File: src/apmsc_pkg.sv
// constants, types and register map of the pin mode and self-tune control block
// Overview of operation
// (RULE_01) Firm range/control level: multi-function pin selects self-tune power-up wait length.
// (RULE_02) Floating range/control: multi-function pin is chip select; wait forced short.
// (RULE_03) Multi-function pin mid-level: dual-edge mode, first channel sampled twice, second ignored.
// (RULE_04) Analog input captured at each falling edge of the sample clock positive leg.
// (RULE_05) Self-tune active output high exactly while self-tune runs, low otherwise.
// (RULE_06) Non-extended control: range pin low selects small range, high selects large.
// (RULE_07) Range/control pin floating or mid-supply enables extended serial control.
// (RULE_08) Controller holds command pin low then high, each at least 80 cycles.
// (RULE_09) Output data strobe stops toggling while self-tune runs.
// (RULE_10) Controller treats output data invalid while self-tune active is high.
package apmsc_pkg;

  // three-level strap pin as reported by the pad level detector
  typedef enum logic [1:0] {
    APMSC_LVL_LOW  = 2'h0,
    APMSC_LVL_HIGH = 2'h1,
    APMSC_LVL_MID  = 2'h2,
    APMSC_LVL_OPEN = 2'h3
  } apmsc_level_type;

  // self-tune sequencer, gray coded along strap -> wait -> run -> ready
  typedef enum logic [1:0] {
    APMSC_ST_STRAP = 2'h0,
    APMSC_ST_WAIT  = 2'h1,
    APMSC_ST_RUN   = 2'h3,
    APMSC_ST_READY = 2'h2
  } apmsc_state_type;

  // decoded configuration carried as one bundle
  typedef struct packed {
    logic ext_ctrl;
    logic dual_edge;
    logic range_large;
    logic wait_long;
  } apmsc_mode_type;

  // register port
  localparam int          APMSC_ADDR_W    = 8;
  localparam int          APMSC_DATA_W    = 32;
  localparam logic [7:0]  APMSC_REG_STAT  = 8'h00;
  localparam logic [7:0]  APMSC_REG_CLR   = 8'h04;
  localparam logic [7:0]  APMSC_REG_EN    = 8'h08;
  localparam logic [7:0]  APMSC_REG_MODE  = 8'h0c;
  localparam logic [7:0]  APMSC_REG_CTRL  = 8'h10;
  localparam logic [31:0] APMSC_RD_UNMAP  = 32'h0000_0000;

  // event bits of status, clear and enable
  localparam int          APMSC_EV_W      = 3;
  localparam int          APMSC_EV_DONE   = 0;
  localparam int          APMSC_EV_START  = 1;
  localparam int          APMSC_EV_CMDIGN = 2;

  // control register fields and reset value
  localparam int          APMSC_CTRL_CAPEN = 0;
  localparam int          APMSC_CTRL_SWCAL = 1;
  localparam logic [1:0]  APMSC_CTRL_RST   = 2'h1;

  // mode register fields
  localparam int          APMSC_MODE_STATE = 4;
  localparam int          APMSC_MODE_ACT   = 6;

  // timing: command pin phases in sample clock cycles, strap settle in clk cycles
  localparam int          APMSC_CMD_MIN_CYC = 80;
  localparam int          APMSC_STRAP_CYC   = 3;
  localparam logic [1:0]  APMSC_STRAP_LAST  = 2'(APMSC_STRAP_CYC - 1);

  // default wait and run lengths in sample clock cycles
  localparam int          APMSC_WAIT_SHORT_DEF = 256;
  localparam int          APMSC_WAIT_LONG_DEF  = 65536;
  localparam int          APMSC_RUN_DEF        = 1024;
  localparam int          APMSC_CNT_W          = 18;
  localparam int          APMSC_SAMPLE_W       = 8;

endpackage : apmsc_pkg

File: src/apmsc_sync.sv
// two flip-flop synchroniser for pin inputs
`timescale 1ns/10ps
module apmsc_sync #(
  parameter int              WIDTH = 1,
  parameter logic [WIDTH-1:0] RST_VAL = '0
) (
  input  wire logic             clk_in,
  input  wire logic             resetn_in,
  input  wire logic [WIDTH-1:0] async_in,
  output logic      [WIDTH-1:0] sync_out
);

  logic [WIDTH-1:0] meta_q;

  // first stage feeds only the second stage
  always_ff @(posedge clk_in or negedge resetn_in) begin
    if (!resetn_in) begin
      meta_q   <= RST_VAL;
      sync_out <= RST_VAL;
    end else begin
      meta_q   <= async_in;
      sync_out <= meta_q;
    end
  end

endmodule : apmsc_sync

File: src/apmsc_top.sv
// pin strap decode, sample capture, output strobe and self-tune sequencer
`timescale 1ns/10ps
module apmsc_top
  import apmsc_pkg::*;
#(
  parameter int WAIT_SHORT = APMSC_WAIT_SHORT_DEF,
  parameter int WAIT_LONG  = APMSC_WAIT_LONG_DEF,
  parameter int RUN_CYC    = APMSC_RUN_DEF
) (
  input  wire logic                      clk_in,
  input  wire logic                      resetn_in,
  input  wire logic [1:0]                range_ctrl_level_in,
  input  wire logic [1:0]                multi_pin_level_in,
  input  wire logic                      selftune_cmd_in,
  input  wire logic                      sample_clk_p_in,
  input  wire logic [APMSC_SAMPLE_W-1:0] ain_first_in,
  input  wire logic [APMSC_SAMPLE_W-1:0] ain_second_in,
  input  wire logic [APMSC_ADDR_W-1:0]   reg_addr_in,
  input  wire logic [APMSC_DATA_W-1:0]   reg_wdata_in,
  input  wire logic                      reg_wr_in,
  input  wire logic                      reg_rd_in,
  output logic      [APMSC_DATA_W-1:0]   reg_rdata_out,
  output logic                           irq_out,
  output logic                           selftune_active_out,
  output logic                           output_data_strobe_out,
  output logic                           serial_chip_select_n_out,
  output apmsc_mode_type                 mode_out,
  output logic [APMSC_SAMPLE_W-1:0]      lane_a_out,
  output logic [APMSC_SAMPLE_W-1:0]      lane_b_out,
  output logic                           sample_valid_out
);

  // refuse lengths the counters cannot hold
  if (WAIT_SHORT < 1 || WAIT_LONG < WAIT_SHORT || RUN_CYC < 1 ||
      WAIT_LONG >= (1 << APMSC_CNT_W) || RUN_CYC >= (1 << APMSC_CNT_W)) begin : g_chk
    $error("apmsc_top: wait or run length out of range");
  end

  // floating and mid-supply both count as the third level
  function automatic logic lvl_is_mid(input logic [1:0] lvl);
    lvl_is_mid = (lvl == APMSC_LVL_MID) || (lvl == APMSC_LVL_OPEN);
  endfunction : lvl_is_mid

  logic [1:0]            range_lvl_s;
  logic [1:0]            multi_lvl_s;
  logic                  cmd_s;
  logic                  sclk_s;
  logic                  sclk_q;
  logic                  fall_tick;
  logic                  rise_tick;
  apmsc_state_type       state_q;
  logic [1:0]            strap_cnt_q;
  logic [APMSC_CNT_W-1:0] cnt_q;
  logic                  wait_long_q;
  logic [6:0]            low_cnt_q;
  logic [6:0]            high_cnt_q;
  logic                  low_met_q;
  logic                  cmd_start;
  logic                  start_cal;
  logic                  cal_done;
  logic [1:0]            ctrl_q;
  logic [APMSC_EV_W-1:0] stat_q;
  logic [APMSC_EV_W-1:0] en_q;
  logic [APMSC_EV_W-1:0] ev;
  logic                  ext_ctrl;
  logic                  dual_edge;

  // straps, command pin and sample clock come from outside, two flops each
  apmsc_sync #(.WIDTH(6), .RST_VAL(6'h01)) apmsc_sync_inst (
    .clk_in    (clk_in),
    .resetn_in (resetn_in),
    .async_in  ({range_ctrl_level_in, multi_pin_level_in, selftune_cmd_in, sample_clk_p_in}),
    .sync_out  ({range_lvl_s, multi_lvl_s, cmd_s, sclk_s})
  );

  // edge detect on the synchronised sample clock leg
  always_ff @(posedge clk_in or negedge resetn_in) begin
    if (!resetn_in) begin
      sclk_q <= 1'b1;
    end else begin
      sclk_q <= sclk_s;
    end
  end

  assign fall_tick = sclk_q & ~sclk_s;   // sampling instant
  assign rise_tick = ~sclk_q & sclk_s;

  // live strap decode
  assign ext_ctrl  = lvl_is_mid(range_lvl_s);  // RULE_07
  assign dual_edge = lvl_is_mid(multi_lvl_s);  // RULE_03

  always_comb begin
    mode_out             = '0;
    mode_out.ext_ctrl    = ext_ctrl;
    mode_out.dual_edge   = dual_edge;
    // extended control owns range through the serial port, pin reads small here
    mode_out.range_large = ~ext_ctrl & (range_lvl_s == APMSC_LVL_HIGH);  // RULE_06
    mode_out.wait_long   = wait_long_q;
  end

  // pin acts as chip select only under extended control, active low
  assign serial_chip_select_n_out = ~(ext_ctrl & (multi_lvl_s == APMSC_LVL_LOW));  // RULE_02

  // command pin: a long low phase arms, a long high phase then fires
  always_ff @(posedge clk_in or negedge resetn_in) begin
    if (!resetn_in) begin
      low_cnt_q  <= '0;
      high_cnt_q <= '0;
      low_met_q  <= 1'b0;
    end else if (fall_tick) begin
      if (!cmd_s) begin
        high_cnt_q <= '0;
        if (low_cnt_q == 7'(APMSC_CMD_MIN_CYC - 1)) begin
          low_met_q <= 1'b1;  // RULE_08
        end else begin
          low_cnt_q <= low_cnt_q + 7'h01;
        end
      end else begin
        low_cnt_q <= '0;
        if (cmd_start) begin
          low_met_q  <= 1'b0;
          high_cnt_q <= '0;
        end else if (low_met_q) begin
          high_cnt_q <= high_cnt_q + 7'h01;
        end
      end
    end
  end

  assign cmd_start = fall_tick & cmd_s & low_met_q &
                     (high_cnt_q == 7'(APMSC_CMD_MIN_CYC - 1));  // RULE_08
  assign start_cal = (state_q == APMSC_ST_READY) &
                     (cmd_start | ctrl_q[APMSC_CTRL_SWCAL]);
  assign cal_done  = (state_q == APMSC_ST_RUN) & fall_tick &
                     (cnt_q == APMSC_CNT_W'(RUN_CYC - 1));

  // self-tune sequencer: straps settle, power-up wait, run, then on command
  always_ff @(posedge clk_in or negedge resetn_in) begin
    if (!resetn_in) begin
      state_q     <= APMSC_ST_STRAP;
      strap_cnt_q <= '0;
      cnt_q       <= '0;
      wait_long_q <= 1'b0;
    end else begin
      unique case (state_q)
        APMSC_ST_STRAP: begin
          strap_cnt_q <= strap_cnt_q + 2'h1;
          if (strap_cnt_q == APMSC_STRAP_LAST) begin
            // floating control forces the short wait
            wait_long_q <= ~ext_ctrl & (multi_lvl_s == APMSC_LVL_HIGH);  // RULE_01 RULE_02
            state_q     <= APMSC_ST_WAIT;
          end
        end
        APMSC_ST_WAIT: begin
          if (fall_tick) begin
            if (cnt_q == APMSC_CNT_W'((wait_long_q ? WAIT_LONG : WAIT_SHORT) - 1)) begin
              cnt_q   <= '0;
              state_q <= APMSC_ST_RUN;  // RULE_01
            end else begin
              cnt_q <= cnt_q + 1'b1;
            end
          end
        end
        APMSC_ST_RUN: begin
          if (cal_done) begin
            cnt_q   <= '0;
            state_q <= APMSC_ST_READY;
          end else if (fall_tick) begin
            cnt_q <= cnt_q + 1'b1;
          end
        end
        APMSC_ST_READY: begin
          if (start_cal) begin
            cnt_q   <= '0;
            state_q <= APMSC_ST_RUN;
          end
        end
      endcase
    end
  end

  assign selftune_active_out = (state_q == APMSC_ST_RUN);  // RULE_05

  // capture; output stays frozen and unflagged while self-tune runs
  always_ff @(posedge clk_in or negedge resetn_in) begin
    if (!resetn_in) begin
      lane_a_out       <= '0;
      lane_b_out       <= '0;
      sample_valid_out <= 1'b0;
    end else begin
      sample_valid_out <= 1'b0;
      if (ctrl_q[APMSC_CTRL_CAPEN] && !selftune_active_out) begin
        if (fall_tick) begin
          lane_a_out       <= ain_first_in;  // RULE_04
          sample_valid_out <= 1'b1;
          if (!dual_edge) begin
            lane_b_out <= ain_second_in;
          end
        end else if (rise_tick && dual_edge) begin
          lane_b_out <= ain_first_in;  // RULE_03
        end
      end
    end
  end

  // strobe at half the sample rate, parked low during self-tune
  always_ff @(posedge clk_in or negedge resetn_in) begin
    if (!resetn_in) begin
      output_data_strobe_out <= 1'b0;
    end else if (selftune_active_out) begin
      output_data_strobe_out <= 1'b0;  // RULE_09
    end else if (fall_tick) begin
      output_data_strobe_out <= ~output_data_strobe_out;
    end
  end

  // control register, the software request bit is self-clearing
  always_ff @(posedge clk_in or negedge resetn_in) begin
    if (!resetn_in) begin
      ctrl_q <= APMSC_CTRL_RST;
    end else if (reg_wr_in && reg_addr_in == APMSC_REG_CTRL) begin
      ctrl_q <= reg_wdata_in[1:0];
    end else if (start_cal || state_q != APMSC_ST_READY) begin
      ctrl_q[APMSC_CTRL_SWCAL] <= 1'b0;
    end
  end

  // events: done, start, and a command fired outside ready that was dropped
  assign ev[APMSC_EV_DONE]   = cal_done;
  assign ev[APMSC_EV_START]  = start_cal;
  assign ev[APMSC_EV_CMDIGN] = cmd_start & (state_q != APMSC_ST_READY);

  // sticky status; a new event wins over a clear in the same cycle
  always_ff @(posedge clk_in or negedge resetn_in) begin
    if (!resetn_in) begin
      stat_q <= '0;
    end else if (reg_wr_in && reg_addr_in == APMSC_REG_CLR) begin
      stat_q <= (stat_q & ~reg_wdata_in[APMSC_EV_W-1:0]) | ev;
    end else begin
      stat_q <= stat_q | ev;
    end
  end

  always_ff @(posedge clk_in or negedge resetn_in) begin
    if (!resetn_in) begin
      en_q <= '0;
    end else if (reg_wr_in && reg_addr_in == APMSC_REG_EN) begin
      en_q <= reg_wdata_in[APMSC_EV_W-1:0];
    end
  end

  assign irq_out = |(stat_q & en_q);

  // read data one cycle after the strobe, zero otherwise
  always_ff @(posedge clk_in or negedge resetn_in) begin
    if (!resetn_in) begin
      reg_rdata_out <= '0;
    end else if (reg_rd_in) begin
      unique case (reg_addr_in)
        APMSC_REG_STAT: reg_rdata_out <= {29'h0, stat_q};
        APMSC_REG_EN:   reg_rdata_out <= {29'h0, en_q};
        APMSC_REG_MODE: reg_rdata_out <= {25'h0, selftune_active_out, state_q, mode_out};
        APMSC_REG_CTRL: reg_rdata_out <= {30'h0, ctrl_q};
        default:        reg_rdata_out <= APMSC_RD_UNMAP;
      endcase
    end else begin
      reg_rdata_out <= '0;
    end
  end

  // checks
  a_active_holds: assert property (@(posedge clk_in) disable iff (!resetn_in)
    selftune_active_out && !cal_done |=> selftune_active_out)  // RULE_05
    else $error("active output dropped before self-tune finished");

  a_run_length: assert property (@(posedge clk_in) disable iff (!resetn_in)
    $rose(selftune_active_out) |-> cnt_q == '0)  // RULE_05
    else $error("run counter not cleared at start");

  a_strobe_frozen: assert property (@(posedge clk_in) disable iff (!resetn_in)
    selftune_active_out ##1 selftune_active_out |-> !output_data_strobe_out)  // RULE_09
    else $error("strobe toggles during self-tune");

  a_range_pin_follow: assert property (@(posedge clk_in) disable iff (!resetn_in)
    !lvl_is_mid(range_lvl_s) |-> mode_out.range_large == range_lvl_s[0])  // RULE_06
    else $error("range select does not follow pin");

  a_ext_on_mid: assert property (@(posedge clk_in) disable iff (!resetn_in)
    mode_out.ext_ctrl == lvl_is_mid(range_lvl_s))  // RULE_07
    else $error("extended control decode wrong");

  a_wait_select: assert property (@(posedge clk_in) disable iff (!resetn_in)
    state_q == APMSC_ST_STRAP && strap_cnt_q == APMSC_STRAP_LAST
    |=> wait_long_q == (!$past(ext_ctrl) && $past(multi_lvl_s) == APMSC_LVL_HIGH))  // RULE_01
    else $error("wait select latched wrong");

  a_short_when_ext: assert property (@(posedge clk_in) disable iff (!resetn_in)
    state_q == APMSC_ST_STRAP && strap_cnt_q == APMSC_STRAP_LAST && ext_ctrl
    |=> !wait_long_q)  // RULE_02
    else $error("long wait allowed under extended control");

  a_dual_edge_lane: assert property (@(posedge clk_in) disable iff (!resetn_in)
    rise_tick && dual_edge && ctrl_q[APMSC_CTRL_CAPEN] && !selftune_active_out
    |=> lane_b_out == $past(ain_first_in))  // RULE_03
    else $error("dual-edge lane not fed from first input");

  a_capture_fall: assert property (@(posedge clk_in) disable iff (!resetn_in)
    fall_tick && ctrl_q[APMSC_CTRL_CAPEN] && !selftune_active_out
    |=> sample_valid_out && lane_a_out == $past(ain_first_in))  // RULE_04
    else $error("sample not captured on falling edge");

  a_cmd_starts_run: assert property (@(posedge clk_in) disable iff (!resetn_in)
    cmd_start && state_q == APMSC_ST_READY |=> selftune_active_out)  // RULE_08
    else $error("command did not start self-tune");

endmodule : apmsc_top

File: config.mk
export PLATFORM = sky130hd
export DESIGN_NAME = apmsc_top
export DESIGN_NICKNAME = d
export VERILOG_FILES = /design/src/apmsc_pkg.sv /design/src/apmsc_sync.sv /design/src/apmsc_top.sv
export SDC_FILE = /design/constraint.sdc
export NUM_CORES = 1
export LEC_CHECK = 0
export ABC_AREA = 0
export BUFFER_PORTS_ARGS = -buffer_cell sky130_fd_sc_hd__buf_2
export CORE_ASPECT_RATIO = 1.4
export CORE_UTILIZATION = 35
export CTS_BUF_LIST = sky130_fd_sc_hd__clkbuf_4 sky130_fd_sc_hd__clkbuf_8 sky130_fd_sc_hd__clkbuf_16
export DETAILED_ROUTE_END_ITERATION = 7
export HOLD_SLACK_MARGIN = 0.1
export MAX_ROUTING_LAYER = met4
export PLACE_DENSITY = 0.66
export SYNTH_ARGS = -nofsm -noshare
export SYNTH_HDL_FRONTEND = slang
export SYNTH_SLANG_ARGS = --single-unit
File: constraint.sdc
create_clock -name clk_in -period 3.4 [get_ports clk_in]
set_input_delay 0.17 -clock clk_in [delete_from_list [all_inputs] [get_ports clk_in]]
set_output_delay 0.17 -clock clk_in [all_outputs]
set_load 0.01 [all_outputs]
==> After elaboration in Yosys (flattened, before gate mapping) <==
Cells that the tools add are included.
{ "totals": {"regBits": 109, "out_inout_bits": 57, "wordCells": 135} }
{ "op_classes": {"addsub": 5, "n_eq_ne": 29, "n_mux": 33, "bitwise_logic": 23, "n_reduce_logical": 26} }
{ "ops": {"columns": ["operator", "n"], "rows": [
  ["two-way mux 18 bit", 5],
  ["case mux 18 bit (3 select lines)", 1],
  ["two-way mux 7 bit", 5],
  ["two-way mux 32 bit", 1],
  ["case mux 7 bit (4 select lines)", 1],
  ["two-way mux 8 bit", 3],
  ["adder 18 x 1 -> 18 bit, second input constant", 1],
  ["== test 18 x 10 -> 1 bit, second input constant", 1],
  ["== test 18 bit", 1],
  ["subtractor 17 x 1 -> 18 bit, second input constant", 1],
  ["two-way mux 17 bit", 1],
  ["== test 8 x 4 -> 1 bit, second input constant", 2],
  ["adder 7 x 1 -> 7 bit, second input constant", 2],
  ["== test 2 bit, second input constant", 7],
  ["== test 7 bit, second input constant", 2],
  ["inequality test 2 bit, second input constant", 7],
  ["bitwise AND 1 bit", 12],
  ["two-way mux 2 bit", 5],
  ["two-way mux 1 bit", 9],
  ["== test 8 x 3 -> 1 bit, second input constant", 1],
  ["== test 8 x 5 -> 1 bit, second input constant", 1],
  ["zero test 8 bit", 1],
  ["case mux 2 bit (4 select lines)", 1],
  ["AND reduction 2 bit", 4],
  ["other kinds (21)", 41]
]} }

==> Depth between registers and ports, before layout <==
{ "depth": {"ltp_word": 10, "depth_mapped": 7, "depth_no_buf": 6} }

==> Hierarchy <==
From an unflattened synthesis, not the netlist that was laid out.
{ "hier_totals": {"cells_unflattened": 414, "area_unflattened_um2": 4270.3} }
{ "modules_own_cells": {"columns": ["module", "n_inst", "cells_per_inst", "area_each_um2"], "rows": [
  ["apmsc_top", 1, 402, 3967.6],
  ["apmsc_sync", 1, 12, 302.8]
]} }

==> Least setup slack after synthesis <==
OpenSTA, ideal clock, no wires.
{ "synth_path": {"kind": "register -> register", "start": "reg high_cnt_q[0]", "end": "reg cnt_q[16]", "setup_time_ps": 77, "arrival_time_ps": 1701, "t_required_ps": 3323, "slack_ps": 1621, "stages_incl_launch_ff": 8, "n_path_buf": 1, "period_less_slack_ps": 1779, "cell_sequence": "dfrtp_1 ha_1 and4bb_1 and4_1 buf_4 nor2_2 or4_1 a21oi_1"} }
{ "synth_between": {"elab_chain_len": 6} }
{ "synth_lines": {"columns": ["element", "line", "rtl"], "rows": [
  ["from (decl)", "apmsc_top.sv:56", "logic [6:0] high_cnt_q;"],
  ["from (signal assigned)", "apmsc_top.sv:124", "high_cnt_q <= high_cnt_q + 7'h01;"],
  ["== test 7 bit", "apmsc_top.sv:131", "(high_cnt_q == 7'(APMSC_CMD_MIN_CYC - 1));"],
  ["bitwise AND 1 bit", "apmsc_top.sv:130", "assign cmd_start = fall_tick & cmd_s & low_met_q &"],
  ["OR 1 bit", "apmsc_top.sv:133", "(cmd_start | ctrl_q[APMSC_CTRL_SWCAL]);"],
  ["bitwise AND 1 bit", "apmsc_top.sv:132", "assign start_cal = (state_q == APMSC_ST_READY) &"],
  ["inequality test 2 bit (no source line)", null, null],
  ["AND reduction 4 bit (no source line)", null, null],
  ["to (signal assigned)", "apmsc_top.sv:160", "cnt_q <= cnt_q + 1'b1;"],
  ["to (signal assigned)", "apmsc_top.sv:169", "cnt_q <= cnt_q + 1'b1;"],
  ["to (decl)", "apmsc_top.sv:53", "logic [APMSC_CNT_W-1:0] cnt_q;"]
]} }
No other way between the ends.
A chain may end at the register's enable or synchronous reset.

==> Worst setup path in the final report <==
{ "layout_path": {"start": "reg sclk_q", "end": "reg cnt_q[1]"} }
{ "layout_between": {"elab_chain_len": 8} }
{ "layout_lines": {"columns": ["element", "line", "rtl"], "rows": [
  ["from (decl)", "apmsc_top.sv:48", "logic sclk_q;"],
  ["from (signal assigned)", "apmsc_top.sv:81", "sclk_q <= sclk_s;"],
  ["bitwise AND 1 bit *", "apmsc_top.sv:85", "assign fall_tick = sclk_q & ~sclk_s;"],
  ["bitwise AND 1 bit (3 in a row)", "apmsc_top.sv:130", null],
  ["OR 1 bit", "apmsc_top.sv:133", null],
  ["bitwise AND 1 bit", "apmsc_top.sv:132", null],
  ["inequality test 2 bit (no source line)", null, null],
  ["AND reduction 4 bit (no source line)", null, null]
]} }
Every way passes the cells marked *; elsewhere a longest branch is shown, timed or not.

==> summary.md <==
| Metric | Value |
|---|---|
| Cell taking the most area after synthesis | dfrtp_1 |
| Flop and latch count out of synthesis | between 80 and 90 |
| Total Wirelength | around 8700 um |
| Final hold slack | roughly 0.12 ns |
| Pre-CTS setup slack | between 1 and 1.5 ns |
| Antenna diodes | 0 |
| Fin. max-slew vios | 0 |
| Design area | around 5000 um^2 |
| Ratio of final minimum period to clock period | between 60% and 70% |
| Clock Latency Late Sink | between 0.3 and 0.4 ns |
| TritonCTS buffer count | 9 |
| TritonCTS clock tree | yes |
| CTS Sinks | 84 |
| Max FO, Critical Path | 11 |
| Non-filler cells in the finished layout | between 600 and 700 |
| P_leak | around 2.4 nW |
| Crit-path slowest cell | dfstp_2 |
| Synthesized cell area | ~4200 um^2 |
| Largest cells by area after synthesis | dfrtp_1 (47%), buf_4 (5.3%), nor2_1 (3.1%) |
| Initial antenna violation count | 0 |
| Number of buffers and inverters on the critical path | 0 |
| Worst slew pin tran | between 1 and 1.5 ns |
| Final Hold Fails | 0 |
| Layout cells sized above 1 | about a quarter |
| Crit-path max cell delay | 0.55 ns |
| Max-cap violation count | 0 |
| Most frequent cell after synthesis | dfrtp_1 |
| Hold Path Class | in -> reg |
| Fin Setup TNS | 0 ns |
| Total GRT Usage | ~16% |
| Number of synthesized flops with an enable pin | 0 |
| Rel. slew slack | between 20% and 30% |
| DRT iter0 DRCs | 135 |
| Critical path arrival | roughly 2.5 ns |
| Die width | 95.0 um |
| Postcts setup bufs | 0 |
| DP HPWL | ~6000 um |
| Largest net degree at the start of global routing | between 80 and 90 |
| Post-synthesis async set-or-reset flop share | 100% |
| Area share of the largest cell type after synthesis | between 40% and 50% |
| H-tree Lvls | 3 |
| Crit path max-delay family | simple AND/OR/NAND/NOR gates |
| Final design utilization | 42.7% |
| Mapped Cells | between 300 and 400 |
| DIE AREA | 12600 um^2 |
| Final setup violation count | 0 |
| Via count | about 3100 |
| Net count, final | between 500 and 600 |
| Drt drc | 0 |
| Crit Path Category | reg -> reg |
| Sequential area share after synthesis | between 40% and 50% |
| Vias in the first global route | between 3000 and 4000 |
| Crit-path cells | nor2b_1, nand3_1, nor4_1, o32a_2, o21ai_0 |
| Layout area overhead | 19.0% |
| DRT antenna net count | 0 |
| Status | finished, final reports clean |
| Mean Syn Cell Area | 10.7 um^2 |
| PD cells | slightly below 500 nW/um^2 |
| First-pass GRT wire length | around 15000 um |
| Post-synth top cells | dfrtp_1 (80), nor2_1 (35), buf_4 (30), nand2_1 (29), o21ai_0 (22) |
| Final worst clock skew | roughly 0.0077 ns |
| Clock Root Buffer | clkbuf_16 |
| RSZ-0062 raised after global routing | no |
| Tot Pwr | between 2 and 2.5 mW |
| CTS max path bufs | 2 |
| Vert. Die Dim | 132 um |
| Initial core utilization | between 30% and 40% |
| Final WS setup | about 1.2 ns |
| Clk pin slew, worst setup/hold paths | around 0.06 ns |
| Critical path required time | about 3.6 ns |
| Max Freq | approximately 440 MHz |
| Yosys warns | 0 |
| Post_cts resized | 0 |
| Placement Cell Area | between 4000 and 5000 um^2 |
| Avg WL per Cell | roughly 14 um |
| Drt first pass iters | 4 |
| IO Pins | about 120 |
| Maximum vdd drop | between 0.3 and 0.4 mV |
| Core Box Area | 11800 um^2 |
| Post-synth top flop | dfrtp_1 |
| Routed vias/inst | slightly below 5 |
| Congestion Overflow GR | 0 |
| Setup crit start kind | flop |
| Inst Count DP | roughly 590 |
| Gpl congestion | just over 0.8 |
| Port bufs | 68 |
| Nature of the critical path endpoint | flop |
| Clock period minus worst slack | around 2.2 ns |
| FP Rows | 47 |
| Fill count | 1127 |
| Post-synthesis cell type count | 65 |
path summary, 6_finish.rpt:
kind,from,end,slack (ns),cells after the start
max,sclk_q$_DFF_PN1_,cnt_q[1]$_DFFE_PN0P_,1.15,5
min,ain_second_in[6],lane_b_out[6]$_DFFE_PN0P_,0.12,3
max reg2reg,sclk_q$_DFF_PN1_,cnt_q[1]$_DFFE_PN0P_,1.15,5
min reg2reg,apmsc_sync_inst.meta_q[2]$_DFF_PN0_,apmsc_sync_inst.sync_out[2]$_DFF_PN0_,0.35,0
max in group asynchronous,resetn_in,apmsc_sync_inst.sync_out[4]$_DFF_PN0_,2.12,2
min in group asynchronous,resetn_in,high_cnt_q[5]$_DFFE_PN0P_,0.54,2
worst min-delay path: stages:
cell and delay, ns:
buf_2 0.07, mux2i_1 0.05, o21ai_0 0.13
cell families (layout without fill, tap and decap cells):
| group | after synthesis | after routing | share of synthesized area [%] |
|---|---|---|---|
| and+or+nand+nor | 139 | 139 | 17.9 |
| DFF | 84 | 84 | 49.7 |
| AOI/OAI and AO/OA | 65 | 65 | 12.0 |
| buffers and inverters | 57 | 116 | 8.56 |
| xor gates and xnor gates | 23 | 23 | 4.75 |
| muxes | 23 | 23 | 5.79 |
| adders and majority gates | 4 | 4 | 1.18 |
| other | 1 | 25 | 0.0885 |
layer usage:
| layer | part of all wire [%] | GRT usage, % |
|---|---|---|
| met1 | 43 | 18.3 |
| met2 | 52 | 25.9 |
| met3 | 4.2 | 3.52 |
| met4 | 1.5 | 4.80 |
| met5 | 0 | - |
area by class of cell:
class,count,area [um^2],area share [%]
Clock buffer,12,267,5.28
Clock inverter,4,55.1,1.09
Inverter,14,52.6,1.04
Multi-Input combinational cell,279,1860,36.8
Sequential cell,84,2110,41.8
Tap cell,147,184,3.65
Timing Repair Buffer,86,520,10.3
report_power, final:
group,total (mW),internal [mW],switching [mW]
clock,1.03,0.633,0.401
combinational,0.294,0.127,0.167
sequential,1.15,1.08,0.0711
total,2.48,1.84,0.639
layout by cell type (no fill, tap or decap), drive strengths merged, types with 9 or more instances in the layout:
cell and instances:
nor2 40, conb 25, dlygate4sd3 17, mux2 12, xnor2 15, nand2 30, inv 15, a21oi 14
dfrtp 80, o21ai 22, mux2i 11, and3 9, nand3 16, buf 69, clkbuf 12
registers in the layout, indices dropped and copies added, names as in the netlist, 3 cells and up:
signal                    count
high_cnt_q                    7
stat_q                        3
lane_b_out                    8
lane_a_out                    8
en_q                          3
low_cnt_q                     7
cnt_q                        18
apmsc_sync_inst.meta_q        6
reg_rdata_out                 7
apmsc_sync_inst.sync_out      6
what timing repair did:
item,in CTS,in global routing
endpoints found under the setup margin,0,0
hold buffers,17,0
endpoints found under the hold margin,97,0
No activity file was read; power rests on OpenSTA's default activity.
